[config.mk]
export PLATFORM = sky130hd
export DESIGN_NAME = adcsq_top
export DESIGN_NICKNAME = d
export VERILOG_FILES = /design/src/adcsq_pkg.sv /design/src/adcsq_sar_engine.sv /design/src/adcsq_top.sv
export VERILOG_INCLUDE_DIRS = /design/src
export SDC_FILE = /design/constraint.sdc
export NUM_CORES = 1
export LEC_CHECK = 0
export BUFFER_PORTS_ARGS = -buffer_cell sky130_fd_sc_hd__buf_2
export CAP_MARGIN = 20
export CORE_ASPECT_RATIO = 0.8
export CORE_UTILIZATION = 54
export DETAILED_ROUTE_END_ITERATION = 7
export GPL_TIMING_DRIVEN = 0
export PLACE_DENSITY = 0.8
export SLEW_MARGIN = 20
export SYNTH_ARGS = -nofsm -noshare
export SYNTH_HDL_FRONTEND = slang
export SYNTH_SLANG_ARGS = --single-unit
[constraint.sdc]
create_clock -name i_clk -period 3.9 [get_ports i_clk]
set_input_delay 0.975 -clock i_clk [delete_from_list [all_inputs] [get_ports i_clk]]
set_output_delay 0.975 -clock i_clk [all_outputs]
set_load 0.1 [all_outputs]
[src/adcsq_defs.svh]
/*
  register offsets, field positions, reset values and timing counts for the
  software-trigger converter sequencer. assumes inclusion by bare name.
*/
`ifndef ADCSQ_DEFS_SVH
`define ADCSQ_DEFS_SVH

`define ADCSQ_OFF_MODE 12'h000
`define ADCSQ_OFF_CHSEL 12'h004
`define ADCSQ_OFF_WORD 12'h008
`define ADCSQ_OFF_BYTE 12'h00c
`define ADCSQ_OFF_RANGE 12'h010
`define ADCSQ_OFF_UPPER 12'h014
`define ADCSQ_OFF_LOWER 12'h018
`define ADCSQ_OFF_STATUS 12'h01c

`define ADCSQ_BIT_RUN 7
`define ADCSQ_BIT_SCAN 6
`define ADCSQ_BIT_ONESHOT 5
`define ADCSQ_BIT_POWER 0
`define ADCSQ_BIT_RCK 0
`define ADCSQ_BIT_RCK_INSIDE 1
`define ADCSQ_BIT_TRIG 4

`define ADCSQ_SAR_W 10
`define ADCSQ_CH_W 3
`define ADCSQ_WORD_SHIFT 6
`define ADCSQ_CONV_CYCLES 8'h18
`define ADCSQ_RST_WORD 16'h0000
`define ADCSQ_RST_BYTE 8'h00
`define ADCSQ_RST_UPPER 8'hff
`define ADCSQ_RST_LOWER 8'h00

`endif

[src/adcsq_pkg.sv]
/*
  types shared by the sequencer modules. assumes adcsq_defs.svh alongside.
*/
package adcsq_pkg;
  typedef enum logic [1:0] {
    ADCSQ_STOP,
    ADCSQ_STANDBY,
    ADCSQ_CONVERT
  } adcsq_state_e;
endpackage

[src/adcsq_sar_engine.sv]
/*
  successive-approximation engine: on i_start it clears and walks the
  approximation bits msb first against i_cmp_hi, one bit per clock.
  assumes i_cmp_hi comes from the analog comparator on this clock,
  already resolved for the tap on o_tap.
*/
`timescale 1ns/10ps
`include "adcsq_defs.svh"
module adcsq_sar_engine #(
  parameter int SAR_W = `ADCSQ_SAR_W
) (
  input wire logic i_clk,
  input wire logic i_resetn,
  input wire logic i_start,
  input wire logic i_abort,
  input wire logic i_cmp_hi,
  output logic [SAR_W-1:0] o_tap,
  output logic [SAR_W-1:0] o_result,
  output logic o_busy,
  output logic o_done
);
  logic [SAR_W-1:0] approx_reg;
  logic [SAR_W-1:0] bit_reg;
  logic busy_reg;
  logic done_reg;
  wire last_bit = bit_reg[0];
  wire [SAR_W-1:0] kept = i_cmp_hi ? approx_reg : (approx_reg & ~bit_reg);

  assign o_tap = approx_reg;
  assign o_result = approx_reg;
  assign o_busy = busy_reg;
  assign o_done = done_reg;

  always_ff @(posedge i_clk or negedge i_resetn) begin
    if (!i_resetn) begin
      approx_reg <= '0;
      bit_reg <= '0;
      busy_reg <= 1'b0;
      done_reg <= 1'b0;
    end else begin
      done_reg <= 1'b0;
      if (i_start) begin
        approx_reg <= {1'b1, {(SAR_W-1){1'b0}}};
        bit_reg <= {1'b1, {(SAR_W-1){1'b0}}};
        busy_reg <= 1'b1;
      end else if (i_abort) begin
        busy_reg <= 1'b0;
      end else if (busy_reg) begin
        approx_reg <= kept | (bit_reg >> 1);
        bit_reg <= bit_reg >> 1;
        if (last_bit) begin
          approx_reg <= kept;
          busy_reg <= 1'b0;
          done_reg <= 1'b1;
        end
      end
    end
  end
endmodule

[src/adcsq_top.sv]
/*
  software-trigger conversion sequencer with apb register slave, select and
  scan modes, sequential or one-shot, range check and result registers.
  assumes one 20 mhz clock, apb master on that clock, and a comparator
  input resolved each clock for the tap value driven out.
*/
// Implementation choices: the placing of the registers and the APB slave port.
// Behaviour
// - select mode: run starts converting the channel in channel select.
// - each finished conversion loads word and byte results and pulses done irq.
// - select sequential: same channel reconverts at once until run cleared.
// - select one-shot: after one conversion run clears, back to standby.
// - scan mode: run converts group slots first through fourth in order.
// - scan mode: result and done irq after each channel, four per pass.
// - scan sequential: after fourth slot restart pass at first slot.
// - scan one-shot: after four slots run clears, back to standby.
// - writing run 1 mid-conversion restarts: same channel, or group start.
// - channel select write mid-conversion aborts, restarts on new selection.
// - clearing run mid-conversion aborts to standby with no result stored.
// - clearing power bit in standby puts converter in stopped state.
// - while power is 0, run writes of 1 are ignored.
// - hardware trigger never starts or restarts a conversion.
// - range check on and result outside the limits with inside set, or within them with inside clear: no store, no irq.
// - word result is 16 bits, 10-bit value times sixty-four.
// - byte result is 8 bits, an 8-bit form of each result.
// - reset clears word and byte results to zero.
`timescale 1ns/10ps
`include "adcsq_defs.svh"
module adcsq_top
  import adcsq_pkg::*;
#(
  parameter int CONV_CYCLES = `ADCSQ_CONV_CYCLES,
  parameter int CH_W = `ADCSQ_CH_W
) (
  input wire logic i_clk,
  input wire logic i_resetn,
  input wire logic i_psel,
  input wire logic i_penable,
  input wire logic i_pwrite,
  input wire logic [11:0] i_paddr,
  input wire logic [31:0] i_pwdata,
  output logic [31:0] o_prdata,
  output logic o_pready,
  output logic o_pslverr,
  input wire logic i_cmp_hi,
  input wire logic i_hw_trigger,
  output logic [`ADCSQ_SAR_W-1:0] o_tap,
  output logic [CH_W-1:0] o_channel,
  output logic o_sample,
  output logic o_converter_power,
  output logic o_conversion_done_irq
);
  localparam int SAR_W = `ADCSQ_SAR_W;
  localparam logic [7:0] CONV_LEN = 8'(CONV_CYCLES);

  adcsq_state_e state_reg;
  adcsq_state_e state_next;
  logic converter_power_bit_reg;
  logic conversion_run_bit_reg;
  logic scan_mode_reg;
  logic oneshot_reg;
  logic [CH_W-1:0] channel_select_register_reg;
  logic range_check_select_reg;
  logic range_inside_reg;
  logic [7:0] upper_limit_register_reg;
  logic [7:0] lower_limit_register_reg;
  logic [15:0] result_word_register_reg;
  logic [7:0] result_byte_register_reg;
  logic [1:0] slot_reg;
  logic [1:0] slot_next;
  logic [7:0] wait_reg;
  logic irq_reg;
  logic cmp_meta_reg;
  logic cmp_sync_reg;
  logic trig_meta_reg;
  logic trig_sync_reg;
  logic [31:0] prdata_reg;

  // apb decode
  wire wr_en = i_psel & i_penable & i_pwrite;
  wire rd_en = i_psel & i_penable & ~i_pwrite;
  wire hit_mode = i_paddr == `ADCSQ_OFF_MODE;
  wire hit_chsel = i_paddr == `ADCSQ_OFF_CHSEL;
  wire hit_word = i_paddr == `ADCSQ_OFF_WORD;
  wire hit_byte = i_paddr == `ADCSQ_OFF_BYTE;
  wire hit_range = i_paddr == `ADCSQ_OFF_RANGE;
  wire hit_upper = i_paddr == `ADCSQ_OFF_UPPER;
  wire hit_lower = i_paddr == `ADCSQ_OFF_LOWER;
  wire hit_status = i_paddr == `ADCSQ_OFF_STATUS;
  wire mapped = hit_mode | hit_chsel | hit_word | hit_byte | hit_range | hit_upper
    | hit_lower | hit_status;
  wire wr_mode = wr_en & hit_mode;
  wire wr_chsel = wr_en & hit_chsel;
  wire wr_range = wr_en & hit_range;
  wire wr_upper = wr_en & hit_upper;
  wire wr_lower = wr_en & hit_lower;
  wire wd_run = i_pwdata[`ADCSQ_BIT_RUN];
  wire wd_power = i_pwdata[`ADCSQ_BIT_POWER];

  // sequencer control
  wire converting = state_reg == ADCSQ_CONVERT;
  wire run_set = wr_mode & wd_run & wd_power & converter_power_bit_reg;
  wire run_clear = wr_mode & ~(wd_run & wd_power);
  wire restart = converting & (run_set | wr_chsel) & ~run_clear;
  wire start_fresh = (state_reg == ADCSQ_STANDBY) & run_set;
  wire sample_done = converting & (wait_reg == 8'h00);

  logic eng_start;
  logic eng_done;
  logic eng_busy;
  logic [SAR_W-1:0] eng_result;

  // range check on upper eight result bits
  wire [7:0] res_hi = eng_result[SAR_W-1 -: 8];
  wire in_limits = (res_hi <= upper_limit_register_reg) & (res_hi >= lower_limit_register_reg);
  wire range_ok = ~range_check_select_reg | (in_limits == range_inside_reg);
  wire finish = converting & eng_done & ~run_clear & ~restart;
  wire store = finish & range_ok;
  wire last_slot = ~scan_mode_reg | (slot_reg == 2'd3);
  wire stop_after = finish & oneshot_reg & last_slot;

  // only software writes abort; the trigger level is only readable
  wire eng_abort = restart | run_clear;
  // no start in a cycle that restarts or stops, so the abort always wins
  assign eng_start = sample_done & ~eng_busy & ~eng_done & ~eng_abort;

  adcsq_sar_engine #(
    .SAR_W(SAR_W)
  ) u_engine (
    .i_clk(i_clk),
    .i_resetn(i_resetn),
    .i_start(eng_start),
    .i_abort(eng_abort),
    .i_cmp_hi(cmp_sync_reg),
    .o_tap(o_tap),
    .o_result(eng_result),
    .o_busy(eng_busy),
    .o_done(eng_done)
  );

  always_comb begin
    state_next = state_reg;
    slot_next = slot_reg;
    unique case (state_reg)
      ADCSQ_STOP: begin
        if (wr_mode & wd_power) begin
          state_next = ADCSQ_STANDBY;
        end
      end
      ADCSQ_STANDBY: begin
        if (wr_mode & ~wd_power) begin
          state_next = ADCSQ_STOP;
        end else if (start_fresh) begin
          state_next = ADCSQ_CONVERT;
          slot_next = 2'd0;
        end
      end
      ADCSQ_CONVERT: begin
        if (run_clear) begin
          state_next = ADCSQ_STANDBY;
        end else if (restart) begin
          slot_next = 2'd0;
        end else if (stop_after) begin
          state_next = ADCSQ_STANDBY;
          slot_next = 2'd0;
        end else if (finish) begin
          slot_next = scan_mode_reg ? slot_reg + 2'd1 : 2'd0;
        end
      end
    endcase
  end

  always_ff @(posedge i_clk or negedge i_resetn) begin
    if (!i_resetn) begin
      cmp_meta_reg <= 1'b0;
      cmp_sync_reg <= 1'b0;
    end else begin
      cmp_meta_reg <= i_cmp_hi;
      cmp_sync_reg <= cmp_meta_reg;
    end
  end

  // trigger pin synchroniser, level shown in status only
  always_ff @(posedge i_clk or negedge i_resetn) begin
    if (!i_resetn) begin
      trig_meta_reg <= 1'b0;
      trig_sync_reg <= 1'b0;
    end else begin
      trig_meta_reg <= i_hw_trigger;
      trig_sync_reg <= trig_meta_reg;
    end
  end

  always_ff @(posedge i_clk or negedge i_resetn) begin
    if (!i_resetn) begin
      state_reg <= ADCSQ_STOP;
    end else begin
      state_reg <= state_next;
    end
  end

  // scan slot, zeroed at start, restart and one-shot stop, but a run clear leaves it as it was
  always_ff @(posedge i_clk or negedge i_resetn) begin
    if (!i_resetn) begin
      slot_reg <= 2'd0;
    end else begin
      slot_reg <= slot_next;
    end
  end

  // sample interval counter, reloaded at every start or restart
  always_ff @(posedge i_clk or negedge i_resetn) begin
    if (!i_resetn) begin
      wait_reg <= CONV_LEN;
    end else if (start_fresh | restart | finish | ~converting) begin
      wait_reg <= CONV_LEN;
    end else if (wait_reg != 8'h00) begin
      wait_reg <= wait_reg - 8'h01;
    end
  end

  // mode register: power bit
  always_ff @(posedge i_clk or negedge i_resetn) begin
    if (!i_resetn) begin
      converter_power_bit_reg <= 1'b0;
    end else if (wr_mode) begin
      converter_power_bit_reg <= wd_power;
    end
  end

  // run bit: refused without power, cleared after a one-shot
  always_ff @(posedge i_clk or negedge i_resetn) begin
    if (!i_resetn) begin
      conversion_run_bit_reg <= 1'b0;
    end else if (wr_mode) begin
      conversion_run_bit_reg <= wd_run & wd_power & converter_power_bit_reg;
    end else if (stop_after) begin
      conversion_run_bit_reg <= 1'b0;
    end
  end

  // scan and one-shot selection
  always_ff @(posedge i_clk or negedge i_resetn) begin
    if (!i_resetn) begin
      scan_mode_reg <= 1'b0;
      oneshot_reg <= 1'b0;
    end else if (wr_mode) begin
      scan_mode_reg <= i_pwdata[`ADCSQ_BIT_SCAN];
      oneshot_reg <= i_pwdata[`ADCSQ_BIT_ONESHOT];
    end
  end

  // channel select, a write mid-conversion also restarts
  always_ff @(posedge i_clk or negedge i_resetn) begin
    if (!i_resetn) begin
      channel_select_register_reg <= '0;
    end else if (wr_chsel) begin
      channel_select_register_reg <= i_pwdata[CH_W-1:0];
    end
  end

  // range check selection
  always_ff @(posedge i_clk or negedge i_resetn) begin
    if (!i_resetn) begin
      range_check_select_reg <= 1'b0;
      range_inside_reg <= 1'b1;
    end else if (wr_range) begin
      range_check_select_reg <= i_pwdata[`ADCSQ_BIT_RCK];
      range_inside_reg <= i_pwdata[`ADCSQ_BIT_RCK_INSIDE];
    end
  end

  // limits, compared with the upper eight result bits
  always_ff @(posedge i_clk or negedge i_resetn) begin
    if (!i_resetn) begin
      upper_limit_register_reg <= `ADCSQ_RST_UPPER;
    end else if (wr_upper) begin
      upper_limit_register_reg <= i_pwdata[7:0];
    end
  end

  always_ff @(posedge i_clk or negedge i_resetn) begin
    if (!i_resetn) begin
      lower_limit_register_reg <= `ADCSQ_RST_LOWER;
    end else if (wr_lower) begin
      lower_limit_register_reg <= i_pwdata[7:0];
    end
  end

  // result registers, word and byte
  always_ff @(posedge i_clk or negedge i_resetn) begin
    if (!i_resetn) begin
      result_word_register_reg <= `ADCSQ_RST_WORD;
      result_byte_register_reg <= `ADCSQ_RST_BYTE;
    end else if (store) begin
      result_word_register_reg <= {eng_result, {`ADCSQ_WORD_SHIFT{1'b0}}};
      result_byte_register_reg <= res_hi;
    end
  end

  // done pulse, one cycle per stored result
  always_ff @(posedge i_clk or negedge i_resetn) begin
    if (!i_resetn) begin
      irq_reg <= 1'b0;
    end else begin
      irq_reg <= store;
    end
  end

  // read mux
  always_comb begin
    prdata_reg = 32'h0000_0000;
    if (hit_mode) begin
      prdata_reg[`ADCSQ_BIT_RUN] = conversion_run_bit_reg;
      prdata_reg[`ADCSQ_BIT_SCAN] = scan_mode_reg;
      prdata_reg[`ADCSQ_BIT_ONESHOT] = oneshot_reg;
      prdata_reg[`ADCSQ_BIT_POWER] = converter_power_bit_reg;
    end else if (hit_chsel) begin
      prdata_reg[CH_W-1:0] = channel_select_register_reg;
    end else if (hit_word) begin
      prdata_reg[15:0] = result_word_register_reg;
    end else if (hit_byte) begin
      prdata_reg[7:0] = result_byte_register_reg;
    end else if (hit_range) begin
      prdata_reg[`ADCSQ_BIT_RCK] = range_check_select_reg;
      prdata_reg[`ADCSQ_BIT_RCK_INSIDE] = range_inside_reg;
    end else if (hit_upper) begin
      prdata_reg[7:0] = upper_limit_register_reg;
    end else if (hit_lower) begin
      prdata_reg[7:0] = lower_limit_register_reg;
    end else if (hit_status) begin
      prdata_reg[1:0] = state_reg;
      prdata_reg[3:2] = slot_reg;
      prdata_reg[`ADCSQ_BIT_TRIG] = trig_sync_reg;
    end
  end

  assign o_prdata = rd_en ? prdata_reg : 32'h0000_0000;
  assign o_pready = 1'b1;
  assign o_pslverr = i_psel & i_penable & ~mapped;
  // scan slot selects one of four channels of the group
  assign o_channel = scan_mode_reg
    ? {channel_select_register_reg[CH_W-1:2], slot_reg}
    : channel_select_register_reg;
  assign o_sample = converting & ~eng_busy & ~eng_done;
  assign o_converter_power = converter_power_bit_reg;
  assign o_conversion_done_irq = irq_reg;
endmodule

==> out/qor.csv, run 1 <==
stage;metric;value;unit
route;wl;10800;um
floorplanning;fp.dieW;101;um
sta;rsz0062_at_grt;no;
critical_path;worstPathRequired;2920;ps
route;antenna_left;0;
cts;ctsHtreeMaxLevel;3;
global_route;grt_pass1_vias;3349;
cts;cts.sinks;74;
power;peakVddDrop;387;uV
power;powerDensity;378;nW/um2
synth;synth_seq_cells;74;
sta;tightestPinTransition;1090;ps
layout;syn2layout_area_growth;21.2;%
synth;syn_area_per_cell;9.93;um2
layout;finalNetCount;584;
critical_path;worstPathArrival;2900;ps
placement;io_buffers;57;
cts;cts-root-buf;clkbuf_8;
synth;post_synth_instance_area;4250;um2
route;drtIter0Drc;259;
min_path;hold_class;reg -> reg;
placement;dpl_cell_area;4820;um2
global_route;grt_start_max_net_pins;42;
layout;diodes;0;
sta;hold_viol_final;0;
critical_path;startpoint_type;input port;
floorplanning;die_area;8230;um2
critical_path;critPathMaxStageDelay;610;ps
floorplanning;ios;101;
route;routed_via_density;5.84;
critical_path;end_kind;output port;
sta;setup_viol;0;
sta;maxSlewViolCount;0;
layout;final_common_cell;dfrtp_1;
synth;ys_seq_area_share;43.9;%
floorplanning;initial_core_util;56.7;%
placement;gp_congestion;0.902;
synth;async_reset_ff_share;100;%
run_status;status;completed;
floorplanning;core;7500;um2
global_route;grt-ovfl-total;0;
power;p_leak;2.50;nW
placement;dp_cells;606;
cts;numCtsBuffers;9;
cts;worstSkewPairLatency;360;ps
layout;stdcell_area;5150;um2
synth;yosysWarnings;0;
sta;clock_skew;14.5;ps
synth;synth_cells;428;
route;wl_per_cell;17.4;um
global_route;grt_pass1_wl;17000;um
floorplanning;num_rows;28;
cts;cts_tree;yes;
sta;layout_min_cycle_time;3870;ps
critical_path;crit_slowest_cell;or4_4;
layout;layout_common_cells;dfrtp_1 (63), nand2_1 (55), buf_2 (43);
sta;period_share;99.3;%
synth;yosys_most_used_dff;dfrtp_1;
route;via_count;3632;
route;drc_errors;0;
cts;clkTransAtPathRegs;80;ps
critical_path;crit_chain;buf_2, or4_4, or2_4, nor2_4, o211ai_1, a221oi_4, buf_12;
layout;final_layout_size_suffix_gt1_share;31.5;%
synth;synth-edff-count;0;
run;drv_cap;0;
global_route;antenna_found_initial;0;
layout;final_cells;622;
cts;cts_buffer_depth;2;
cts;cts_setup_buffers;0;
global_route;grtUsageTotal;28.1;%
sta;max-slew-margin-rel;26.9;%
critical_path;crit_type;in -> out;
placement;hpwl;7990;um
synth;ys_types;65;
floorplanning;die_h;81.3;um
route;dr.pass1.iters;7;
critical_path;cp_max_fo;8;
sta;max_freq;0.258;GHz
==> critical path, delay by kind of cell <==
| kind | cells | cell delay (ps) |
|---|---|---|
| simple gates | 3 | 1070 |
| compound gates | 2 | 480 |
| buf+inv | 2 | 370 |
==> power breakdown <==
group | internal, W | switching [W]
sequential | 0.000805 | 0.0000347
combinational | 0.000134 | 0.000291
clock | 0.000366 | 0.000313
==> metrics by stage <==
stage	setup slack [ps]	util (%)	hold WS, ps	setup TNS [ps]	power (W)
6_report	25.9	68.7	342	0	0.00194
5_1_grt	3.29	68.7	363	0	0.00203
4_1_cts	3.94	68.2	347	0	0.00195
3_5_place_dp	-491	64.3	336	-5020	0.00127
3_3_place_gp	-425	64.0	331	-4490	0.00126
2_1_floorplan	-166	-	331	-441	0.00117
==> layer usage <==
metal	track usage [%]	part of all wire, %	vias to the layer above
met1	38.6	45	1757
met5	0	0	-
li1	-	-	1678
met2	41.4	44	161
met3	9.29	9.0	36
met4	10.6	2.2	0
==> worst paths after layout <==
kind | start | end | slack (ps) | depth (start not counted)
max reg2reg | u_engine.o_result[2] | result_byte_register_reg[0] | 1170 | 9
min reg2reg | cmp_meta_reg | cmp_sync_reg | 340 | 0
min | cmp_meta_reg | cmp_sync_reg | 340 | 0
max in group asynchronous | i_resetn | wait_reg[4] | 2720 | 2
min in group asynchronous | i_resetn | result_byte_register_reg[0] | 550 | 1
max | i_paddr[4] | o_prdata[0] | 30 | 7
==> Yosys cell counts (6+ instances only) <==
library cell,count,area [um2]
dfrtp_1,63,1580
nand2_1,55,206
nor2_1,26,97.6
inv_1,25,93.8
o21ai_0,25,125
ha_1,21,263
buf_4,18,135
mux2_2,14,158
a21oi_1,13,65.1
dfstp_2,11,289
and2_1,10,62.6
mux2_1,9,101
nand3_1,9,45.0
a22o_1,8,70.1
a32o_1,7,70.1
clkbuf_1,7,26.3
mux2i_1,7,70.1
nor3_1,6,30.0
o22ai_1,6,37.5
==> cell type report <==
cell class	count	area, um2
sequential	74	1870
tap	105	131
buffer	31	210
inverter	25	93.8
clock inverter	7	101
timing repair buffer	58	364
clock buffer	9	124
fill	600	2350
multi-input combinational	313	2260
==> kinds of logic (layout without fill, tap and decap cells) <==
family	after synthesis	count (layout)	synth area share (%)
DFF	74	74	43.9
and+or+nand+nor	147	148	17.9
xor gates and xnor gates	4	4	0.825
buffers and inverters	57	130	7.21
muxes	31	31	8.27
AOI/OAI and AO/OA	92	92	15.5
adders and majority gates	21	21	6.18
other	2	17	0.177
==> what timing repair did <==
action                                  in CTS  in global routing
endpoints found under the setup margin      16                 16
hold buffers                                 0                  0
pin swaps                                    1                  2
gates resized for setup                     20                  9
gates cloned                                 1                  0
No activity file was read; power rests on OpenSTA's default activity.
==> run 2: changes to the inputs <==
--- a/config.mk
+++ b/config.mk
@@ -9,10 +9,10 @@
 export BUFFER_PORTS_ARGS = -buffer_cell sky130_fd_sc_hd__buf_2
 export CAP_MARGIN = 20
 export CORE_ASPECT_RATIO = 0.8
-export CORE_UTILIZATION = 54
+export CORE_UTILIZATION = 49
 export DETAILED_ROUTE_END_ITERATION = 7
 export GPL_TIMING_DRIVEN = 0
-export PLACE_DENSITY = 0.8
+export PLACE_DENSITY = 0.77
 export SLEW_MARGIN = 20
 export SYNTH_ARGS = -nofsm -noshare
 export SYNTH_HDL_FRONTEND = slang
==> constraint.sdc (replaced) <==
create_clock -name i_clk -period 3.5 [get_ports i_clk]
set_input_delay 0.875 -clock i_clk [delete_from_list [all_inputs] [get_ports i_clk]]
set_output_delay 0.875 -clock i_clk [all_outputs]
set_load 0.1 [all_outputs]
==> run 2 against run 1 <==
Compared with the run above:
- the run now ends with setup timing left
- sequential power rose by 12%
- core utilization fell by 2.2 points
- register-to-register slack got worse by 380 ps
- clock power rose by 19%
- power rose by 15%
- combinational power rose by 15%
- via count rose by 0.91%
- global-route usage fell by 0.98 points
- highest routed layer unchanged
==> out/qor.csv, run 2 (synthesis gave the netlist of run 1 again) <==
stage;metric;value;unit
floorplanning;fp.dieW;106;um
route;antenna_left;0;
route;via_count;3665;
route;drtIter0Drc;299;
power;power.total;0.00223;W
sta;rsz0062_at_grt;yes;
critical_path;cp_max_fo;4;
min_path;holdPathStages;0;
sta;hold_viol_final;0;
placement;post-place-ws;-936;ps
sta;fin_tns_setup;-188;ps
layout;layout_common_cells;dfrtp_1 (63), nand2_1 (54), buf_2 (41);
sta;max_freq;0.281;GHz
placement;hpwl;8370;um
cts;cts-root-buf;clkbuf_8;
critical_path;path_buf_inv;2;
min_path;hold_start;cmp_meta_reg;
critical_path;worstPathArrival;2690;ps
cts;cts_buffer_depth;2;
sta;fin_ws;-63.1;ps
power;p_leak;2.59;nW
global_route;grt_pass1_vias;3654;
min_path;min_to;cmp_sync_reg;
floorplanning;num_rows;29;
critical_path;crit_chain;buf_8, or4_4, or2_4, nor2_4, o211ai_1, a221oi_4, buf_12;
critical_path;end_kind;output port;
layout;finalNetCount;592;
critical_path;crit_type;in -> out;
global_route;grt_start_max_net_pins;52;
cts;worstSkewPairLatency;360;ps
floorplanning;die_h;85.3;um
layout;syn2layout_area_growth;27.7;%
route;dr.pass1.iters;5;
power;powerDensity;411;nW/um2
cts;cts.sinks;74;
power;peakVddDrop;308;uV
cts;cts_tree;yes;
route;drc_errors;0;
min_path;hold_class;reg -> reg;
route;wl_per_cell;18.1;um
floorplanning;ios;101;
layout;postLayoutCoreUtil;66.5;%
critical_path;crit_slowest_cell;or4_4;
critical_path;reg2reg_from;wait_reg[0];
placement;dp_cells;609;
layout;final_common_cell;dfrtp_1;
cts;ctsHoldBuffers;0;
critical_path;r2r_slack;790;ps
cts;clkTransAtPathRegs;80;ps
layout;diodes;0;
layout;fillers;634;
route;routed_via_density;5.79;
sta;tightestPinTransition;791;ps
run_status;violations;setup timing;
layout;final_cells;633;
run_status;status;finished with violations;
sta;max-slew-margin-rel;46.8;%
floorplanning;die_area;9050;um2
sta;maxSlewViolCount;0;
cts;numCtsBuffers;9;
floorplanning;initial_core_util;52.0;%
critical_path;worstPathRequired;2620;ps
layout;final_layout_size_suffix_gt1_share;33.5;%
global_route;antenna_found_initial;0;
critical_path;reg2reg_to;u_engine.o_result[2];
floorplanning;core;8160;um2
critical_path;startpoint_type;input port;
sta;layout_min_cycle_time;3560;ps
critical_path;r2r_cells;8;
placement;io_buffers;57;
critical_path;crit_family;simple AND/OR/NAND/NOR gates;
global_route;grtUsageTotal;27.1;%
sta;setup_viol;8;
route;wl;11500;um
critical_path;critPathMaxStageDelay;550;ps
global_route;grt_pass1_wl;18700;um
sta;period_share;102;%
global_route;grt-ovfl-total;0;
cts;ctsHtreeMaxLevel;3;
placement;gp_congestion;0.901;
run;drv_cap;0;
sta;clock_skew;8.91;ps
-- run 2: cell count changes in the layout (fill, tap and decap cells not counted), sizes merged --
| cell | before | now |
|---|---|---|
| buf | 78 | 90 |
| clkbuf | 20 | 17 |
| inv | 27 | 25 |
| bufinv | 2 | 3 |
| clkinv | 1 | 2 |
| clkinvlp | 2 | 1 |
-- run 2: area by class of cell --
cell class / instances / area [um2] / share of cell area, %
plain buffers: 31 / 211 / 3.90
clock buffers: 10 / 128 / 2.35
clock inverters: 6 / 115 / 2.12
inverters: 25 / 93.8 / 1.73
multi-input cells: 313 / 2310 / 42.6
flip-flops and latches: 74 / 1870 / 34.4
well taps: 108 / 135 / 2.49
repair buffers: 66 / 568 / 10.5
-- run 2: per-stage QoR --
step,area [um2],hold WS [ps]
6_report,5430,352
5_1_grt,5430,371
4_1_cts,5320,354
3_5_place_dp,4860,335
3_3_place_gp,4830,334
2_1_floorplan,4410,331
-- run 2: repair_timing --
item / 4_1_cts / 5_1_grt
buffers inserted: 5 / 3
cloned: 1 / 0
gates resized for setup: 41 / 20
pin swaps: 7 / 3
setup endpoints to repair: 16 / 16
-- run 2: where the power goes --
part	internal (W)	total [W]	switching [W]
Sequential	0.000897	0.000939	0.0000421
Clock	0.000476	0.000804	0.000328
Combinational	0.000158	0.000488	0.000330
Total	0.00153	0.00223	0.000700
-- run 2: metal layers --
metal / GRT usage, % / wire length (um) / vias to the layer above
li1: - / - / 1692
met1: 35.6 / 4960 / 1792
met2: 42.4 / 5240 / 157
met3: 9.45 / 1040 / 24
met4: 8.08 / 220 / 0
met5: 0 / 0 / -
-- run 2: worst max path at each step --
stage	end	from	slack (ps)	cells after the start
after global placement	o_prdata[8]	i_paddr[4]	-850	7
after CTS	o_prdata[0]	i_paddr[10]	-7	7
after detailed placement	o_prdata[13]	i_paddr[4]	-940	7
final	o_prdata[0]	i_paddr[10]	-60	7
after global routing	o_prdata[0]	i_paddr[10]	-120	7
after floorplan	o_prdata[0]	i_paddr[4]	-370	5
==> run 3: changes to the inputs <==
--- a/config.mk
+++ b/config.mk
@@ -9,10 +9,11 @@
 export BUFFER_PORTS_ARGS = -buffer_cell sky130_fd_sc_hd__buf_2
 export CAP_MARGIN = 20
 export CORE_ASPECT_RATIO = 0.8
-export CORE_UTILIZATION = 49
+export CORE_UTILIZATION = 45
+export CTS_CLUSTER_SIZE = 16
 export DETAILED_ROUTE_END_ITERATION = 7
 export GPL_TIMING_DRIVEN = 0
-export PLACE_DENSITY = 0.77
+export PLACE_DENSITY = 0.71
 export SLEW_MARGIN = 20
 export SYNTH_ARGS = -nofsm -noshare
 export SYNTH_HDL_FRONTEND = slang
==> constraint.sdc (replaced) <==
create_clock -name i_clk -period 3.5 [get_ports i_clk]
set_input_delay 0.175 -clock i_clk [delete_from_list [all_inputs] [get_ports i_clk]]
set_output_delay 0.175 -clock i_clk [all_outputs]
set_load 0.1 [all_outputs]
==> run 3 against run 2 <==
Compared with the run above:
- the run now ends clean
- critical path type unchanged
- non-clock buffer count shrank 3
- critical path depth is the same
- critical endpoint is now o_prdata[8]
- clock-buffer cell count grew 1
- cell count grew 0.47%
- combinational power shrank 4%
- via count shrank 2.9%
==> out/qor.csv, run 3 (synthesis gave the netlist of run 1 again) <==
stage;metric;value;unit
layout;syn2layout_area_growth;21.3;%
min_path;hold_class;in -> reg;
layout;postLayoutCoreUtil;56.6;%
sta;max_freq;0.333;GHz
layout;final_common_cell;dfrtp_1;
sta;max-slew-margin-rel;42.5;%
critical_path;crit_type;in -> out;
critical_path;end_kind;output port;
floorplanning;core;9110;um2
power;power.total;0.00246;W
critical_path;r2r_slack;780;ps
sta;maxSlewViolCount;0;
cts;clkTransAtPathRegs;60;ps
floorplanning;die_h;88.9;um
sta;timing.hold.ws;65.1;ps
critical_path;path_buf_inv;2;
route;wl_met2;5020;um
critical_path;critPathMaxStageDelay;730;ps
critical_path;reg2reg_from;wait_reg[0];
placement;post-place-ws;536;ps
floorplanning;fp.dieW;111;um
sta;fin_tns_setup;0;ps
critical_path;crit_cells;7;
placement;hpwl;8130;um
global_route;antenna_found_initial;0;
sta;period_share;85.9;%
route;dr.pass1.iters;5;
critical_path;worstPathArrival;2830;ps
global_route;grt-ovfl-total;0;
route;wl_met3;703;um
critical_path;path_common_cell;buf_2;
layout;final_layout_size_suffix_gt1_share;27.3;%
cts;cts-root-buf;clkbuf_16;
floorplanning;ios;101;
critical_path;crit_start;i_paddr[4];
cts;cts_tree;yes;
route;via_count;3559;
cts;worstSkewPairLatency;340;ps
placement;io_buffers;57;
route;routed.top_layer;met4;
run;drv_cap;0;
layout;layout_common_cells;dfrtp_1 (63), buf_2 (58), nand2_1 (55);
floorplanning;initial_core_util;46.6;%
sta;setup_viol;0;
floorplanning;die_area;9840;um2
cts;cts-resized-gates;0;
global_route;grtUsageTotal;23.0;%
route;wl_met1;5180;um
cts;cts.sinks;74;
sta;fin_ws;495;ps
route;antenna_left;0;
critical_path;worstPathRequired;3320;ps
layout;diodes;0;
cts;numCtsBuffers;9;
power;peakVddDrop;350;uV
cts;ctsHtreeMaxLevel;3;
floorplanning;num_rows;31;
sta;hold_viol_final;0;
sta;clock_skew;8.64;ps
critical_path;crit_family;simple AND/OR/NAND/NOR gates;
sta;tightestPinTransition;855;ps
route;wl_per_cell;17.3;um
placement;gp_congestion;0.938;
route;wl;11000;um
global_route;grt_pass1_wl;17300;um
global_route;grt_start_max_net_pins;56;
layout;finalNetCount;588;
run_status;status;completed;
global_route;grt_pass1_vias;3276;
critical_path;crit_path_end;o_prdata[8];
power;powerDensity;477;nW/um2
cts;cts_buffer_depth;2;
critical_path;cp_max_fo;8;
route;drc_errors;0;
sta;rsz0062_at_grt;no;
critical_path;startpoint_type;input port;
critical_path;r2r_cells;9;
power;p_leak;2.55;nW
route;routed_via_density;5.60;
critical_path;crit_slowest_cell;nor3_1;
critical_path;crit_chain;buf_2, or4_4, nor2_1, nand2_1, nor3_1, and2_1, buf_2;
critical_path;reg2reg_to;u_engine.o_result[8];
route;drtIter0Drc;312;
sta;layout_min_cycle_time;3010;ps
==> run 3: area by class of cell <==
type / instances / area, um2
Sequential cell: 74 / 1870
Clock buffer: 11 / 233
Multi-Input combinational cell: 312 / 2150
Tap cell: 115 / 144
Clock inverter: 5 / 103
Inverter: 25 / 93.8
Fill cell: 806 / 3960
Buffer: 32 / 213
Timing Repair Buffer: 62 / 353
==> run 3: worst min-delay path by stage <==
stage,from,endpoint,slack [ps],depth (start not counted)
2_1_floorplan,i_resetn,channel_select_register_reg[0],-120,0
3_3_place_gp,i_hw_trigger,trig_meta_reg,280,1
3_5_place_dp,i_resetn,wait_reg[6],90,1
4_1_cts,i_pwdata[4],upper_limit_register_reg[4],50,3
5_1_grt,i_pwdata[4],upper_limit_register_reg[4],50,3
6_report,i_pwdata[4],upper_limit_register_reg[4],70,3
==> run 3: worst min-delay path: stages <==
cell and delay (ps):
buf_2 100, nand2_1 40, o21ai_0 70
==> run 3: stage by stage <==
stage	std cells	cell area [um2]
4_1_cts	635	5140
6_report	636	5150
3_3_place_gp	615	4750
3_5_place_dp	616	4780
2_1_floorplan	443	4320
5_1_grt	636	5150
==> run 3: metal layers <==
metal / up-vias / GRT usage [%]
met1: 1742 / 31.9
li1: 1677 / -
met4: 0 / 8.73
met2: 129 / 35.6
met3: 11 / 5.42
met5: - / 0
==> run 3: timing repair <==
action,in CTS,in global routing
buffers inserted,0,0
hold buffers,3,0
hold endpoints to repair,21,0
==> run 3: power by group <==
part / total [W] / switching [W] / internal [W]
combinational: 0.000470 / 0.000316 / 0.000154
sequential: 0.000941 / 0.0000421 / 0.000899
clock: 0.00105 / 0.000354 / 0.000695
total: 0.00246 / 0.000713 / 0.00175
